==> src/ptd_pkg.sv <==
// package for the pulse/tap detector: register map, field positions, reset values, timing
// assumes a single 40 MHz clock domain and byte-wide register access
package ptd_pkg;
    // register offsets (byte addresses on the plain register port)
    localparam logic [7:0] PTD_CFG_ADDR = 8'h21;
    localparam logic [7:0] PTD_STAT_ADDR = 8'h22;
    localparam logic [7:0] PTD_THX_ADDR = 8'h23;
    localparam logic [7:0] PTD_THY_ADDR = 8'h24;
    localparam logic [7:0] PTD_THZ_ADDR = 8'h25;
    localparam logic [7:0] PTD_TMLT_ADDR = 8'h26;
    localparam logic [7:0] PTD_LTCY_ADDR = 8'h27;
    localparam logic [7:0] PTD_WIND_ADDR = 8'h28;
    localparam logic [7:0] PTD_MODE_ADDR = 8'h29;
    localparam logic [7:0] PTD_IRQ_STAT_ADDR = 8'h2a;
    localparam logic [7:0] PTD_IRQ_CLR_ADDR = 8'h2b;
    localparam logic [7:0] PTD_IRQ_EN_ADDR = 8'h2c;
    // config fields
    localparam int PTD_CFG_SPE_X = 0;
    localparam int PTD_CFG_ABORT = 7;
    localparam int PTD_CFG_LATCH = 6;
    // status fields
    localparam int PTD_ST_POL_LSB = 0;
    localparam int PTD_ST_DPE = 3;
    localparam int PTD_ST_AX_LSB = 4;
    localparam int PTD_ST_EA = 7;
    // mode register fields
    localparam int PTD_MODE_HPF = 0;
    localparam int PTD_MODE_OSR_LSB = 1;
    localparam int PTD_MODE_ODR_LSB = 3;
    localparam int PTD_MODE_FS_LSB = 6;
    // reset values
    localparam logic [7:0] PTD_REG_RST = 8'h00;
    // timing: finest detection time step, in ns, and its clock count at 40 MHz
    localparam int PTD_CLK_NS = 25;
    localparam int PTD_STEP_NS = 625000;
    localparam int PTD_STEP_CYC = PTD_STEP_NS / PTD_CLK_NS;
    localparam int PTD_TMLT_MAX = 255;
    // 7-bit threshold at 63 mg per count on an 8 g basis; samples are 14-bit at 1 mg/count
    localparam int PTD_THS_MG = 63;
    typedef enum logic [1:0] {
        PTD_IDLE = 2'b00,
        PTD_HIGH = 2'b01,
        PTD_LTCY = 2'b11,
        PTD_WIND = 2'b10
    } ptd_state_t;
endpackage

==> src/ptd_axis_if.sv <==
// bundle between the top and one axis detector
// assumes the top drives the configuration and the step pulse
`timescale 1ns/100ps
interface ptd_axis_if;
    logic step;
    logic [13:0] mag;
    logic neg;
    logic [6:0] ths;
    logic [7:0] tmlt;
    logic [7:0] ltcy;
    logic [7:0] wind;
    logic abort;
    logic single_ev;
    logic double_ev;
    logic ev_neg;
    modport top (output step, mag, neg, ths, tmlt, ltcy, wind, abort,
                 input single_ev, double_ev, ev_neg);
    modport axis (input step, mag, neg, ths, tmlt, ltcy, wind, abort,
                  output single_ev, double_ev, ev_neg);
endinterface

==> src/ptd_axis.sv <==
// one-axis single/double pulse detector, advancing once per detection step
// assumes magnitude already rescaled to the 8 g basis and a one-cycle step enable
`timescale 1ns/100ps
module ptd_axis
    import ptd_pkg::*;
(
    input wire logic clock,
    input wire logic reset_n,
    ptd_axis_if.axis a
);
    ptd_state_t state_q;
    logic [7:0] cnt_q;
    logic above;
    logic first_neg_q;
    logic prev_above_q;

    ////////////////////////////////////////////////////////////////
    // compare against the programmed threshold scaled to milli-g
    assign above = a.mag > 14'(a.ths * PTD_THS_MG);

    // level seen at the previous step, so only a fresh crossing starts a pulse;
    // a rejected over-long pulse cannot restart while it stays high
    always_ff @(posedge clock) begin
        if (!reset_n) begin
            prev_above_q <= 1'b0;
        end else if (a.step) begin
            prev_above_q <= above;
        end
    end

    // pulse, latency and window sequencing
    always_ff @(posedge clock) begin
        if (!reset_n) begin
            state_q <= PTD_IDLE;
            cnt_q <= 8'h00;
            first_neg_q <= 1'b0;
            a.single_ev <= 1'b0;
            a.double_ev <= 1'b0;
            a.ev_neg <= 1'b0;
        end else begin
            a.single_ev <= 1'b0;
            a.double_ev <= 1'b0;
            if (a.step) begin
                unique case (state_q)
                    PTD_IDLE: begin
                        if (above && !prev_above_q) begin
                            state_q <= PTD_HIGH;
                            cnt_q <= 8'h00;
                            first_neg_q <= a.neg;
                        end
                    end
                    PTD_HIGH: begin
                        if (!above) begin
                            // a single pulse ends inside the limit
                            a.single_ev <= 1'b1;
                            a.ev_neg <= first_neg_q;
                            state_q <= PTD_LTCY;
                            cnt_q <= 8'h00;
                        end else if (cnt_q >= a.tmlt) begin
                            state_q <= PTD_IDLE;
                        end else begin
                            cnt_q <= cnt_q + 8'h01;
                        end
                    end
                    PTD_LTCY: begin
                        // with abort set a short pulse inside latency suspends the double tap
                        if (a.abort && above) begin
                            state_q <= PTD_IDLE;
                        end else if (cnt_q >= a.ltcy) begin
                            state_q <= PTD_WIND;
                            cnt_q <= 8'h00;
                        end else begin
                            cnt_q <= cnt_q + 8'h01;
                        end
                    end
                    PTD_WIND: begin
                        if (above) begin
                            a.double_ev <= 1'b1;
                            a.ev_neg <= a.neg;
                            state_q <= PTD_IDLE;
                        end else if (cnt_q >= a.wind) begin
                            state_q <= PTD_IDLE;
                        end else begin
                            cnt_q <= cnt_q + 8'h01;
                        end
                    end
                endcase
            end
        end
    end
endmodule

==> src/ptd_top.sv <==
// pulse/tap detection top: register file, time-step divider, three axes, status and irq
// assumes synchronous sample inputs, taken by each axis at every detection step with no sample strobe
`timescale 1ns/100ps

////////////////////////////////////////////////////////////////
// Operation
// - abort clear: double detection continues despite new pulse in latency
// - abort set: pulse starting and ending in latency suspends double detection
// - latch set: event flags held until status read, read clears them
// - per-axis enable lets double pulse raise the event flag
// - per-axis enable lets single pulse raise the event flag
// - summary bit shows any pulse event generated
// - one event bit per axis
// - status bit tells single (0) or double (1) first trigger
// - per-axis polarity bit: 0 positive, 1 negative
// - detection starts when axis crosses its own threshold
// - thresholds are 7-bit unsigned, 0.063 g per count
// - thresholds always on 8 g basis whatever range selected
// - 8-bit limit bounds time above threshold for a pulse
// - longest limit is minimum step times 255
// - 400 Hz, normal, filter off: one count is 0.625 ms
module ptd_top
    import ptd_pkg::*;
#(
    parameter int STEP_CYC = PTD_STEP_CYC
)
(
    input wire logic clock,
    input wire logic reset_n,
    input wire logic [7:0] reg_addr,
    input wire logic [7:0] reg_wdata,
    input wire logic reg_write,
    input wire logic reg_read,
    output logic [7:0] reg_rdata,
    input wire logic [41:0] accel_data,
    output logic irq
);
    logic [7:0] cfg_q;
    logic [6:0] ths_q [3];
    logic [7:0] tmlt_q;
    logic [7:0] ltcy_q;
    logic [7:0] wind_q;
    logic [7:0] mode_q;
    logic [7:0] stat_q;
    logic [1:0] irq_stat_q;
    logic [1:0] irq_en_q;
    logic [16:0] div_q;
    logic [2:0] mult_q;
    logic [6:0] sub_q;
    logic step;
    logic [16:0] div_end;
    logic [2:0] single_ev;
    logic [2:0] double_ev;
    logic [2:0] ev_neg;
    logic [2:0] hit;
    logic any_hit;
    logic stat_read;
    logic [7:0] stat_new;

    ////////////////////////////////////////////////////////////////
    // register writes; the status register is read-only
    always_ff @(posedge clock) begin
        if (!reset_n) begin
            cfg_q <= PTD_REG_RST;
            ths_q <= '{default: 7'h00};
            tmlt_q <= PTD_REG_RST;
            ltcy_q <= PTD_REG_RST;
            wind_q <= PTD_REG_RST;
            mode_q <= PTD_REG_RST;
            irq_en_q <= 2'h0;
        end else if (reg_write) begin
            unique case (reg_addr)
                PTD_CFG_ADDR: cfg_q <= reg_wdata;
                PTD_THX_ADDR: ths_q[0] <= reg_wdata[6:0];
                PTD_THY_ADDR: ths_q[1] <= reg_wdata[6:0];
                PTD_THZ_ADDR: ths_q[2] <= reg_wdata[6:0];
                PTD_TMLT_ADDR: tmlt_q <= reg_wdata;
                PTD_LTCY_ADDR: ltcy_q <= reg_wdata;
                PTD_WIND_ADDR: wind_q <= reg_wdata;
                PTD_MODE_ADDR: mode_q <= reg_wdata;
                PTD_IRQ_EN_ADDR: irq_en_q <= reg_wdata[1:0];
                default: ;
            endcase
        end
    end

    // read data one cycle after the strobe; unmapped addresses read zero
    always_ff @(posedge clock) begin
        if (!reset_n) begin
            reg_rdata <= 8'h00;
        end else if (reg_read) begin
            unique case (reg_addr)
                PTD_CFG_ADDR: reg_rdata <= cfg_q;
                PTD_STAT_ADDR: reg_rdata <= stat_q;
                PTD_THX_ADDR: reg_rdata <= {1'b0, ths_q[0]};
                PTD_THY_ADDR: reg_rdata <= {1'b0, ths_q[1]};
                PTD_THZ_ADDR: reg_rdata <= {1'b0, ths_q[2]};
                PTD_TMLT_ADDR: reg_rdata <= tmlt_q;
                PTD_LTCY_ADDR: reg_rdata <= ltcy_q;
                PTD_WIND_ADDR: reg_rdata <= wind_q;
                PTD_MODE_ADDR: reg_rdata <= mode_q;
                PTD_IRQ_STAT_ADDR: reg_rdata <= {6'h00, irq_stat_q};
                PTD_IRQ_EN_ADDR: reg_rdata <= {6'h00, irq_en_q};
                default: reg_rdata <= 8'h00;
            endcase
        end else begin
            reg_rdata <= 8'h00;
        end
    end

    ////////////////////////////////////////////////////////////////
    // time step: base 0.625 ms doubled per output rate halving, and
    // doubled again with the filter on, except at output rate code 7 where the 3-bit sum wraps to the base step; the limit then spans step * 255
    always_comb begin
        mult_q = mode_q[PTD_MODE_ODR_LSB +: 3] + {2'b00, mode_q[PTD_MODE_HPF]};
        // high-resolution oversampling ignores the output rate; only the filter still doubles the step
        if (mode_q[PTD_MODE_OSR_LSB +: 2] == 2'd2) begin
            mult_q = {2'b00, mode_q[PTD_MODE_HPF]};
        end
    end

    assign div_end = 17'(STEP_CYC - 1);

    // clock divider gives the base tick; a second stage scales it by 2^mult
    always_ff @(posedge clock) begin
        if (!reset_n) begin
            div_q <= 17'h00000;
            sub_q <= 7'h00;
        end else if (div_q == div_end) begin
            div_q <= 17'h00000;
            sub_q <= sub_q + 7'h01;
        end else begin
            div_q <= div_q + 17'h00001;
        end
    end

    // the step fires once the sub-count's low bits match the scale; a
    // 7-bit sub-count limits the slowest step to 128 base ticks
    always_comb begin
        step = (div_q == div_end) && ((sub_q & 7'(((1 << mult_q) - 1))) == 7'h00);
    end

    ////////////////////////////////////////////////////////////////
    // three axes; the threshold basis is fixed at 8 g whatever range is set
    ptd_axis_if ax_if [3] ();
    for (genvar i = 0; i < 3; i++) begin : g_axis
        logic [13:0] raw;
        assign raw = accel_data[14*i +: 14];
        assign ax_if[i].step = step;
        assign ax_if[i].neg = raw[13];
        assign ax_if[i].mag = raw[13] ? 14'(-raw) : raw;
        assign ax_if[i].ths = ths_q[i];
        assign ax_if[i].tmlt = tmlt_q;
        assign ax_if[i].ltcy = ltcy_q;
        assign ax_if[i].wind = wind_q;
        assign ax_if[i].abort = cfg_q[PTD_CFG_ABORT];
        assign single_ev[i] = ax_if[i].single_ev;
        assign double_ev[i] = ax_if[i].double_ev;
        assign ev_neg[i] = ax_if[i].ev_neg;
        // enables gate each axis's single and double event
        assign hit[i] = (single_ev[i] && cfg_q[PTD_CFG_SPE_X + 2*i])
                     || (double_ev[i] && cfg_q[PTD_CFG_SPE_X + 2*i + 1]);
        ptd_axis u_axis (
            .clock(clock),
            .reset_n(reset_n),
            .a(ax_if[i])
        );
    end

    assign any_hit = |hit;
    assign stat_read = reg_read && (reg_addr == PTD_STAT_ADDR);

    ////////////////////////////////////////////////////////////////
    // status word built from this step's enabled events
    always_comb begin
        stat_new = stat_read ? 8'h00 : stat_q; // a read in the same cycle drops older flags
        stat_new[PTD_ST_EA] = 1'b1;
        stat_new[PTD_ST_DPE] = |(double_ev & hit);
        for (int j = 0; j < 3; j++) begin
            if (hit[j]) begin
                stat_new[PTD_ST_AX_LSB + j] = 1'b1;
                stat_new[PTD_ST_POL_LSB + j] = ev_neg[j];
            end
        end
    end

    // latched: first result held until read; unlatched: each result updates
    // flags; a read clears, but an event in the same cycle wins
    always_ff @(posedge clock) begin
        if (!reset_n) begin
            stat_q <= 8'h00;
        end else if (any_hit && (!cfg_q[PTD_CFG_LATCH] || !stat_q[PTD_ST_EA] || stat_read)) begin
            stat_q <= stat_new;
        end else if (stat_read) begin
            stat_q <= 8'h00;
        end
    end

    ////////////////////////////////////////////////////////////////
    // interrupt: bit0 single, bit1 double; write-one-to-clear, set wins
    always_ff @(posedge clock) begin
        if (!reset_n) begin
            irq_stat_q <= 2'h0;
        end else begin
            irq_stat_q <= (irq_stat_q & ~((reg_write && reg_addr == PTD_IRQ_CLR_ADDR)
                          ? reg_wdata[1:0] : 2'h0))
                          | {|(double_ev & hit), |(single_ev & hit)};
        end
    end

    assign irq = |(irq_stat_q & irq_en_q);
endmodule

==> config.mk <==
export PLATFORM = sky130hd
export DESIGN_NAME = ptd_top
export DESIGN_NICKNAME = d
export VERILOG_FILES = /design/src/ptd_pkg.sv /design/src/ptd_axis_if.sv /design/src/ptd_axis.sv /design/src/ptd_top.sv
export SDC_FILE = /design/constraint.sdc
export NUM_CORES = 1
export LEC_CHECK = 0
export ABC_CLOCK_PERIOD_IN_PS = 11430
export BUFFER_PORTS_ARGS = -buffer_cell sky130_fd_sc_hd__buf_2
export CORE_MARGIN = 8
export CORE_UTILIZATION = 55
export CTS_CLUSTER_SIZE = 40
export DETAILED_ROUTE_END_ITERATION = 6
export PLACE_DENSITY = 0.71
export SETUP_SLACK_MARGIN = 0.1
export SYNTH_ARGS = -nofsm -noshare
export SYNTH_HDL_FRONTEND = slang
export SYNTH_SLANG_ARGS = --single-unit
export TNS_END_PERCENT = 30
==> constraint.sdc <==
create_clock -name clock -period 11.43 [get_ports clock]
set_input_delay 0.5715 -clock clock [delete_from_list [all_inputs] [get_ports clock]]
set_output_delay 0.5715 -clock clock [all_outputs]
set_load 0.1 [all_outputs]
# Word level (Yosys, flattened, before mapping)
# Index checks and enable logic that the tools add are counted.
[totals]
regBits = 150
input_bits = 62
out_inout_bits = 9
word_cells = 267
[classes]
n_addsub = 10
n_mul = 3
order_cmp = 12
n_eq_ne = 53
shift = 1
n_mux = 77
bitwise = 8
n_reduce_logical = 67
[op_table]
columns = ["cell", "n"]
rows = [
  ["8-bit two-way mux", 23],
  ["8-bit by 6-bit == test with 1-bit output (second input constant)", 12],
  ["8-bit one-hot mux with 4 select lines", 3],
  ["8-bit one-hot mux with 11 select lines", 1],
  ["8-bit >= comparator", 9],
  ["2-bit two-way mux", 22],
  ["14-bit by 13-bit > comparator with 1-bit output", 3],
  ["14-bit two-way mux", 3],
  ["14-bit negator", 3],
  ["7-bit by 6-bit multiplier with 13-bit output (second input constant)", 3],
  ["3-bit AND reduction", 9],
  ["8-bit by 1-bit adder with 8-bit output (second input constant)", 3],
  ["2-bit != test (second input constant)", 12],
  ["2-bit one-hot mux with 4 select lines", 3],
  ["2-bit AND reduction", 10],
  ["1-bit two-way mux", 18],
  ["3-bit by 1-bit != test with 1-bit output (second input constant)", 6],
  ["3-bit != test (second input constant)", 6],
  ["6-bit AND reduction", 3],
  ["17-bit by 1-bit adder with 17-bit output (second input constant)", 1],
  ["17-bit by 15-bit == test with 1-bit output (second input constant)", 1],
  ["1-bit logical AND", 16],
  ["5-bit AND reduction", 3],
  ["2-bit == test (second input constant)", 7],
  ["22 further kinds", 51],
]

# Longest topological paths before layout
[depth]
word_depth = 8
depth_mapped = 26
depth_no_buf = 25

# Modules after synthesis
# A second synthesis with hierarchy kept.
[hier_totals]
hier_cells = 1634
area_unflattened_um2 = 13803.2
[modules_own_cells]
columns = ["mod", "instances", "cells_each", "area_each_um2"]
rows = [
  ["ptd_top", 1, 679, 5793.1],
  ["ptd_axis (g_axis[2].u_axis)", 1, 331, 2732.6],
  ["ptd_axis (g_axis[1].u_axis)", 1, 325, 2692.6],
  ["ptd_axis (g_axis[0].u_axis)", 1, 299, 2585.0],
]

# Least setup slack after synthesis
# Ideal clock, no wire load.
[synth_path]
kind = "reg2reg"
from = "register ths_q (netlist bit ax_if[0].ths[5])"
to = "register g_axis[0].u_axis.cnt_q[0]"
setup_ns = 0.070
arrival_time_ns = 5.762
required_time_ns = 11.360
slack_ns = 5.597
path_stages_with_launch = 24
cell_sequence = "dfxtp_1 -> inv_1 -> fa_1 -> fa_1 -> fa_1 -> inv_1 -> ha_1 -> a21oi_1 -> o21ai_0 -> a21oi_1 -> o21ai_0 -> a21o_1 -> a21oi_1 -> xnor2_1 -> ha_1 -> and3_1 -> a221oi_1 -> a32oi_1 -> or2_2 -> nand2_1 -> o2111ai_1 -> clkbuf_1 -> or3_1 -> a21oi_1"
[synth_via]
elab_chain_cells = 5
[synth_lines]
columns = ["item", "line", "text"]
rows = [
  ["from (decl)", "ptd_top.sv:39", "logic [6:0] ths_q [3];"],
  ["7-bit by 6-bit multiplier with 13-bit output (*)", "ptd_axis.sv:19", "assign above = a.mag > 14'(a.ths * PTD_THS_MG);"],
  ["14-bit by 13-bit > comparator with 1-bit output (*)", "ptd_axis.sv:19", ""],
  ["1-bit logical AND (on tied branches)", "ptd_axis.sv:67, ptd_axis.sv:46", ""],
  ["2-bit != test (no line) or 2-bit by 1-bit != test with 1-bit output (tied branches)", "--", ""],
  ["6-bit AND reduction (no line)", "--", ""],
  ["to (signal assigned)", "ptd_axis.sv:62", "cnt_q <= cnt_q + 8'h01;"],
  ["to (signal assigned)", "ptd_axis.sv:73", "cnt_q <= cnt_q + 8'h01;"],
  ["to (signal assigned)", "ptd_axis.sv:84", "cnt_q <= cnt_q + 8'h01;"],
  ["to (decl)", "ptd_axis.sv:12", "logic [7:0] cnt_q;"],
]
# Mark *: on every way between the ends. The rest lies on a longest branch, timed or not.
# A chain may end at the register's enable or synchronous reset.

# Worst setup path in the final report
[layout_path]
from = "register ths_q (netlist bit ax_if[2].ths[5])"
to = "register g_axis[2].u_axis.cnt_q[3]"
[layout_via]
elab_chain_cells = 5
[layout_lines]
columns = ["item", "line"]
rows = [
  ["7-bit by 6-bit multiplier with 13-bit output (*)", "ptd_axis.sv:19"],
  ["14-bit by 13-bit > comparator with 1-bit output (*)", "ptd_axis.sv:19"],
  ["1-bit logical AND (on tied branches)", "ptd_axis.sv:67, ptd_axis.sv:46"],
  ["2-bit != test (no line) or 2-bit by 1-bit != test with 1-bit output (tied branches)", "--"],
  ["6-bit AND reduction (no line)", "--"],
  ["to (signal assigned)", "ptd_axis.sv:62"],
  ["to (signal assigned)", "ptd_axis.sv:73"],
  ["to (signal assigned)", "ptd_axis.sv:84"],
  ["to (decl)", "ptd_axis.sv:12"],
]
# Marks and branches as above.

==> key figures <==
Status
  – Status: finished clean

Global route
  – Grt ovf: 0
  – All-layer global routing usage: 23.61%
  – Initial antenna violation count: 1
  – Global-route wire length before repair: 55.35 mm
  – Vias in the first global route: 10897
  – Largest net degree at the start of global routing: 90

Critical path
  – Crit path from: ax_if[2].ths[5]
  – Startpoint Class: flip-flop
  – CP Capture Type: flip-flop
  – WP data required: 11.78 ns
  – Worst Path Arrival: 7.16 ns
  – Worst reg2reg startpoint: ax_if[2].ths[5]
  – Critical-path maximum fanout: 16
  – Crit path kind: reg -> reg

Power
  – Sw power: 333.9 µW
  – Worst vdd ir: 0.1098 mV
  – Pwr Density: 86.83 nW/µm²
  – Logic gate share of total power: 9.9%
  – Lkg Pwr: 0.006469 µW
  – Seq pwr share: 41.7%
  – Total design power: 1259 µW
  – Clock share of power: 48.4%
  – Switching share of power: 26.51%
  – Int Pwr: 925.5 µW

Routing
  – Pre-Repair DR Iteration Count: 6
  – Routed len/inst: 17.64 µm
  – Vias/cell: 5.880
  – Routed WL: 34.35 mm
  – DRC: 0
  – Post-route ant nets: 0
  – Drt first-iter violations: 878
  – DR vias: 11449

Place
  – I/O Buffers: 70
  – DP HPWL: 26.47 mm
  – Placed Cells: 1915
  – Gpl congestion: 0.9165

Yosys
  – Synth cell types: 78
  – Syn Inst Count: 1564
  – Syn Nets: 1874
  – Sequential area share after synthesis: 22.63%
  – Asr flop ratio synth: 0%
  – Post-Syn Area: 13270 µm²
  – Post-synthesis register bit count: 150
  – Ys flop type: dfxtp_1
  – EDFF count, synth: 0
  – Synthesized area per cell: 8.484 µm²
  – Ys Warns: 0

STA
  – Final min period: 6.810 ns
  – Setup_tns: 0 ns
  – Max Transition Viols Final: 0
  – Final setup vio count: 0
  – Worst slew pin tran: 1.102 ns
  – RSZ-0062 raised after global routing: no
  – Final hold violations: 0
  – Period utilization: 59.58%
  – Max Freq: 0.1469 GHz
  – Skew final: 0.009194 ns
  – Max_slew headroom: 26.24%

Min path
  – Worst Hold Class: reg -> reg
  – HP Start: div_q[0]

Floorplanning
  – Die ar.: 29350 µm²
  – Die Wd: 171.3 µm
  – Initial Utilization: 55.21%
  – IO Count: 71
  – Core area: 24030 µm²
  – FP Rows: 57
  – Die Y: 171.3 µm

Final layout
  – Filler cell count: 2144
  – # diodes: 0
  – Area Growth Syn to Fin: 9.307%
  – Share of cells above drive strength 1: 8.071%
  – Commonest non-fill, non-tap cell in the layout: ha_1
  – Nets: 1920
  – Most frequent cells in the layout: ha_1, inv_1, dfxtp_1
  – Finished Layout Cells: 1947

Clock tree
  – Post-CTS Resized: 0
  – CTS tree: done
  – CTS Buf Count: 17
  – Num Clock Sinks: 150
  – Post-CTS setup buffers: 0
  – Clock Tree Buf Depth: 2
  – Clock Pin Slew Worst Setup and Hold Paths: 0.07 ns
  – H-Tree Level Count: 4
  – Clock root buffer: clkbuf_16
  – Cts hold-fix bufs: 0
  – Worst-skew pair later-pin latency: 0.43 ns

Flow run
  – Max_cap viols: 0
-- cells by family (layout without fill, tap and decap cells) --
logic type / after synthesis / in the layout / synth area share (%)
simple gates: 438 / 438 / 16.53
compound gates: 355 / 355 / 17.46
fa+ha+maj: 249 / 249 / 26.18
buf+inv: 228 / 287 / 6.506
flops: 150 / 150 / 22.63
xor+xnor: 81 / 81 / 5.347
mux: 63 / 63 / 5.347
-- registers in the layout (all words and copies together) (netlist names), 6 cells and up --
signal,count
mode_q,8
sub_q,7
div_q,17
ax_if.wind,8
stat_q,8
cfg_q,8
ax_if.ltcy,8
ax_if.ths,21
reg_rdata,8
g_axis.u_axis.cnt_q,24
g_axis.u_axis.state_q,6
ax_if.tmlt,8
-- cell type report --
type	instances	area (µm²)	area share, %
repair buffers	74	380.4	2.623
multi-input cells	1186	9403	64.83
clock inverters	15	206.4	1.423
clock buffers	17	425.4	2.933
flip-flops and latches	150	3003	20.70
inverters	181	680.7	4.693
well taps	324	405.4	2.795
-- synth_stat cells (11+ instances only) --
library cell	count	share of area, %
nand2b_1	16	0.75
inv_1	180	5.1
mux2i_1	54	4.1
xnor2_1	58	3.8
nand4_1	18	0.85
a22oi_1	19	1.1
nor2b_1	12	0.57
dfxtp_1	150	23
fa_1	48	7.2
o21ai_0	69	2.6
or3_1	12	0.57
nor2_1	133	3.8
clkbuf_1	43	1.2
nand2_1	98	2.8
or4_1	11	0.62
a21o_1	31	1.8
and3_1	24	1.1
nand3_1	52	2.0
a31oi_1	17	0.80
ha_1	200	19
a21oi_1	101	3.8
o31ai_1	12	0.68
a211oi_1	19	1.1
xor2_1	23	1.5
-- stage by stage --
stage          utilization (%)  worst slack [ns]  area [µm²]  hold slack, ns
2_1_floorplan                -             5.597       13270          0.4297
3_3_place_gp             57.72             4.908       13870          0.4453
3_5_place_dp             57.72             4.695       13870          0.4579
4_1_cts                  60.35             4.654       14500          0.4676
5_1_grt                  60.35             4.131       14500          0.4924
6_report                 60.35             4.620       14500          0.4644
-- power by group through the flow --
stage	sequential [µW]	clock, µW	combinational [µW]
floorplan	536	0	83.4
global placement	537	0	120
detailed placement	537	0	122
CTS	525	616	123
global route	525	640	138
finish	525	610	125
-- per-layer routing --
metal  up-vias  GRT usage (%)  share of wire [%]
li1       5642              -                  -
met2       355          38.04                 45
met1      5387          31.70                 45
met4         2          7.599                2.3
met5         -              0              0.026
met3        63          4.108                6.9
-- final timing paths --
| path | depth (start not counted) | slack, ns | endpoint |
|---|---|---|---|
| hold / removal | 1 | 0.46 | div_q[0] |
| setup reg to reg | 23 | 4.62 | g_axis[2].u_axis.cnt_q[3] |
| setup / recovery | 23 | 4.62 | g_axis[2].u_axis.cnt_q[3] |
| hold reg to reg | 1 | 0.46 | div_q[0] |
-- worst max-delay path, cell delays in order (launching register included) --
cell	delay [ns]
dfxtp_1	0.55
inv_1	0.14
fa_1	0.49
fa_1	0.52
fa_1	0.55
inv_1	0.04
ha_1	0.32
a21oi_1	0.23
o21ai_0	0.11
a21oi_1	0.25
o21ai_0	0.20
a21o_1	0.21
a21oi_1	0.17
xnor2_1	0.15
ha_1	0.28
nand4_1	0.14
a21oi_1	0.06
a2111oi_0	0.60
a21oi_1	0.30
a2111oi_0	0.45
o31ai_1	0.14
buf_4	0.20
or4b_1	0.47
a21oi_1	0.15
(Power assumes the default switching activity.)
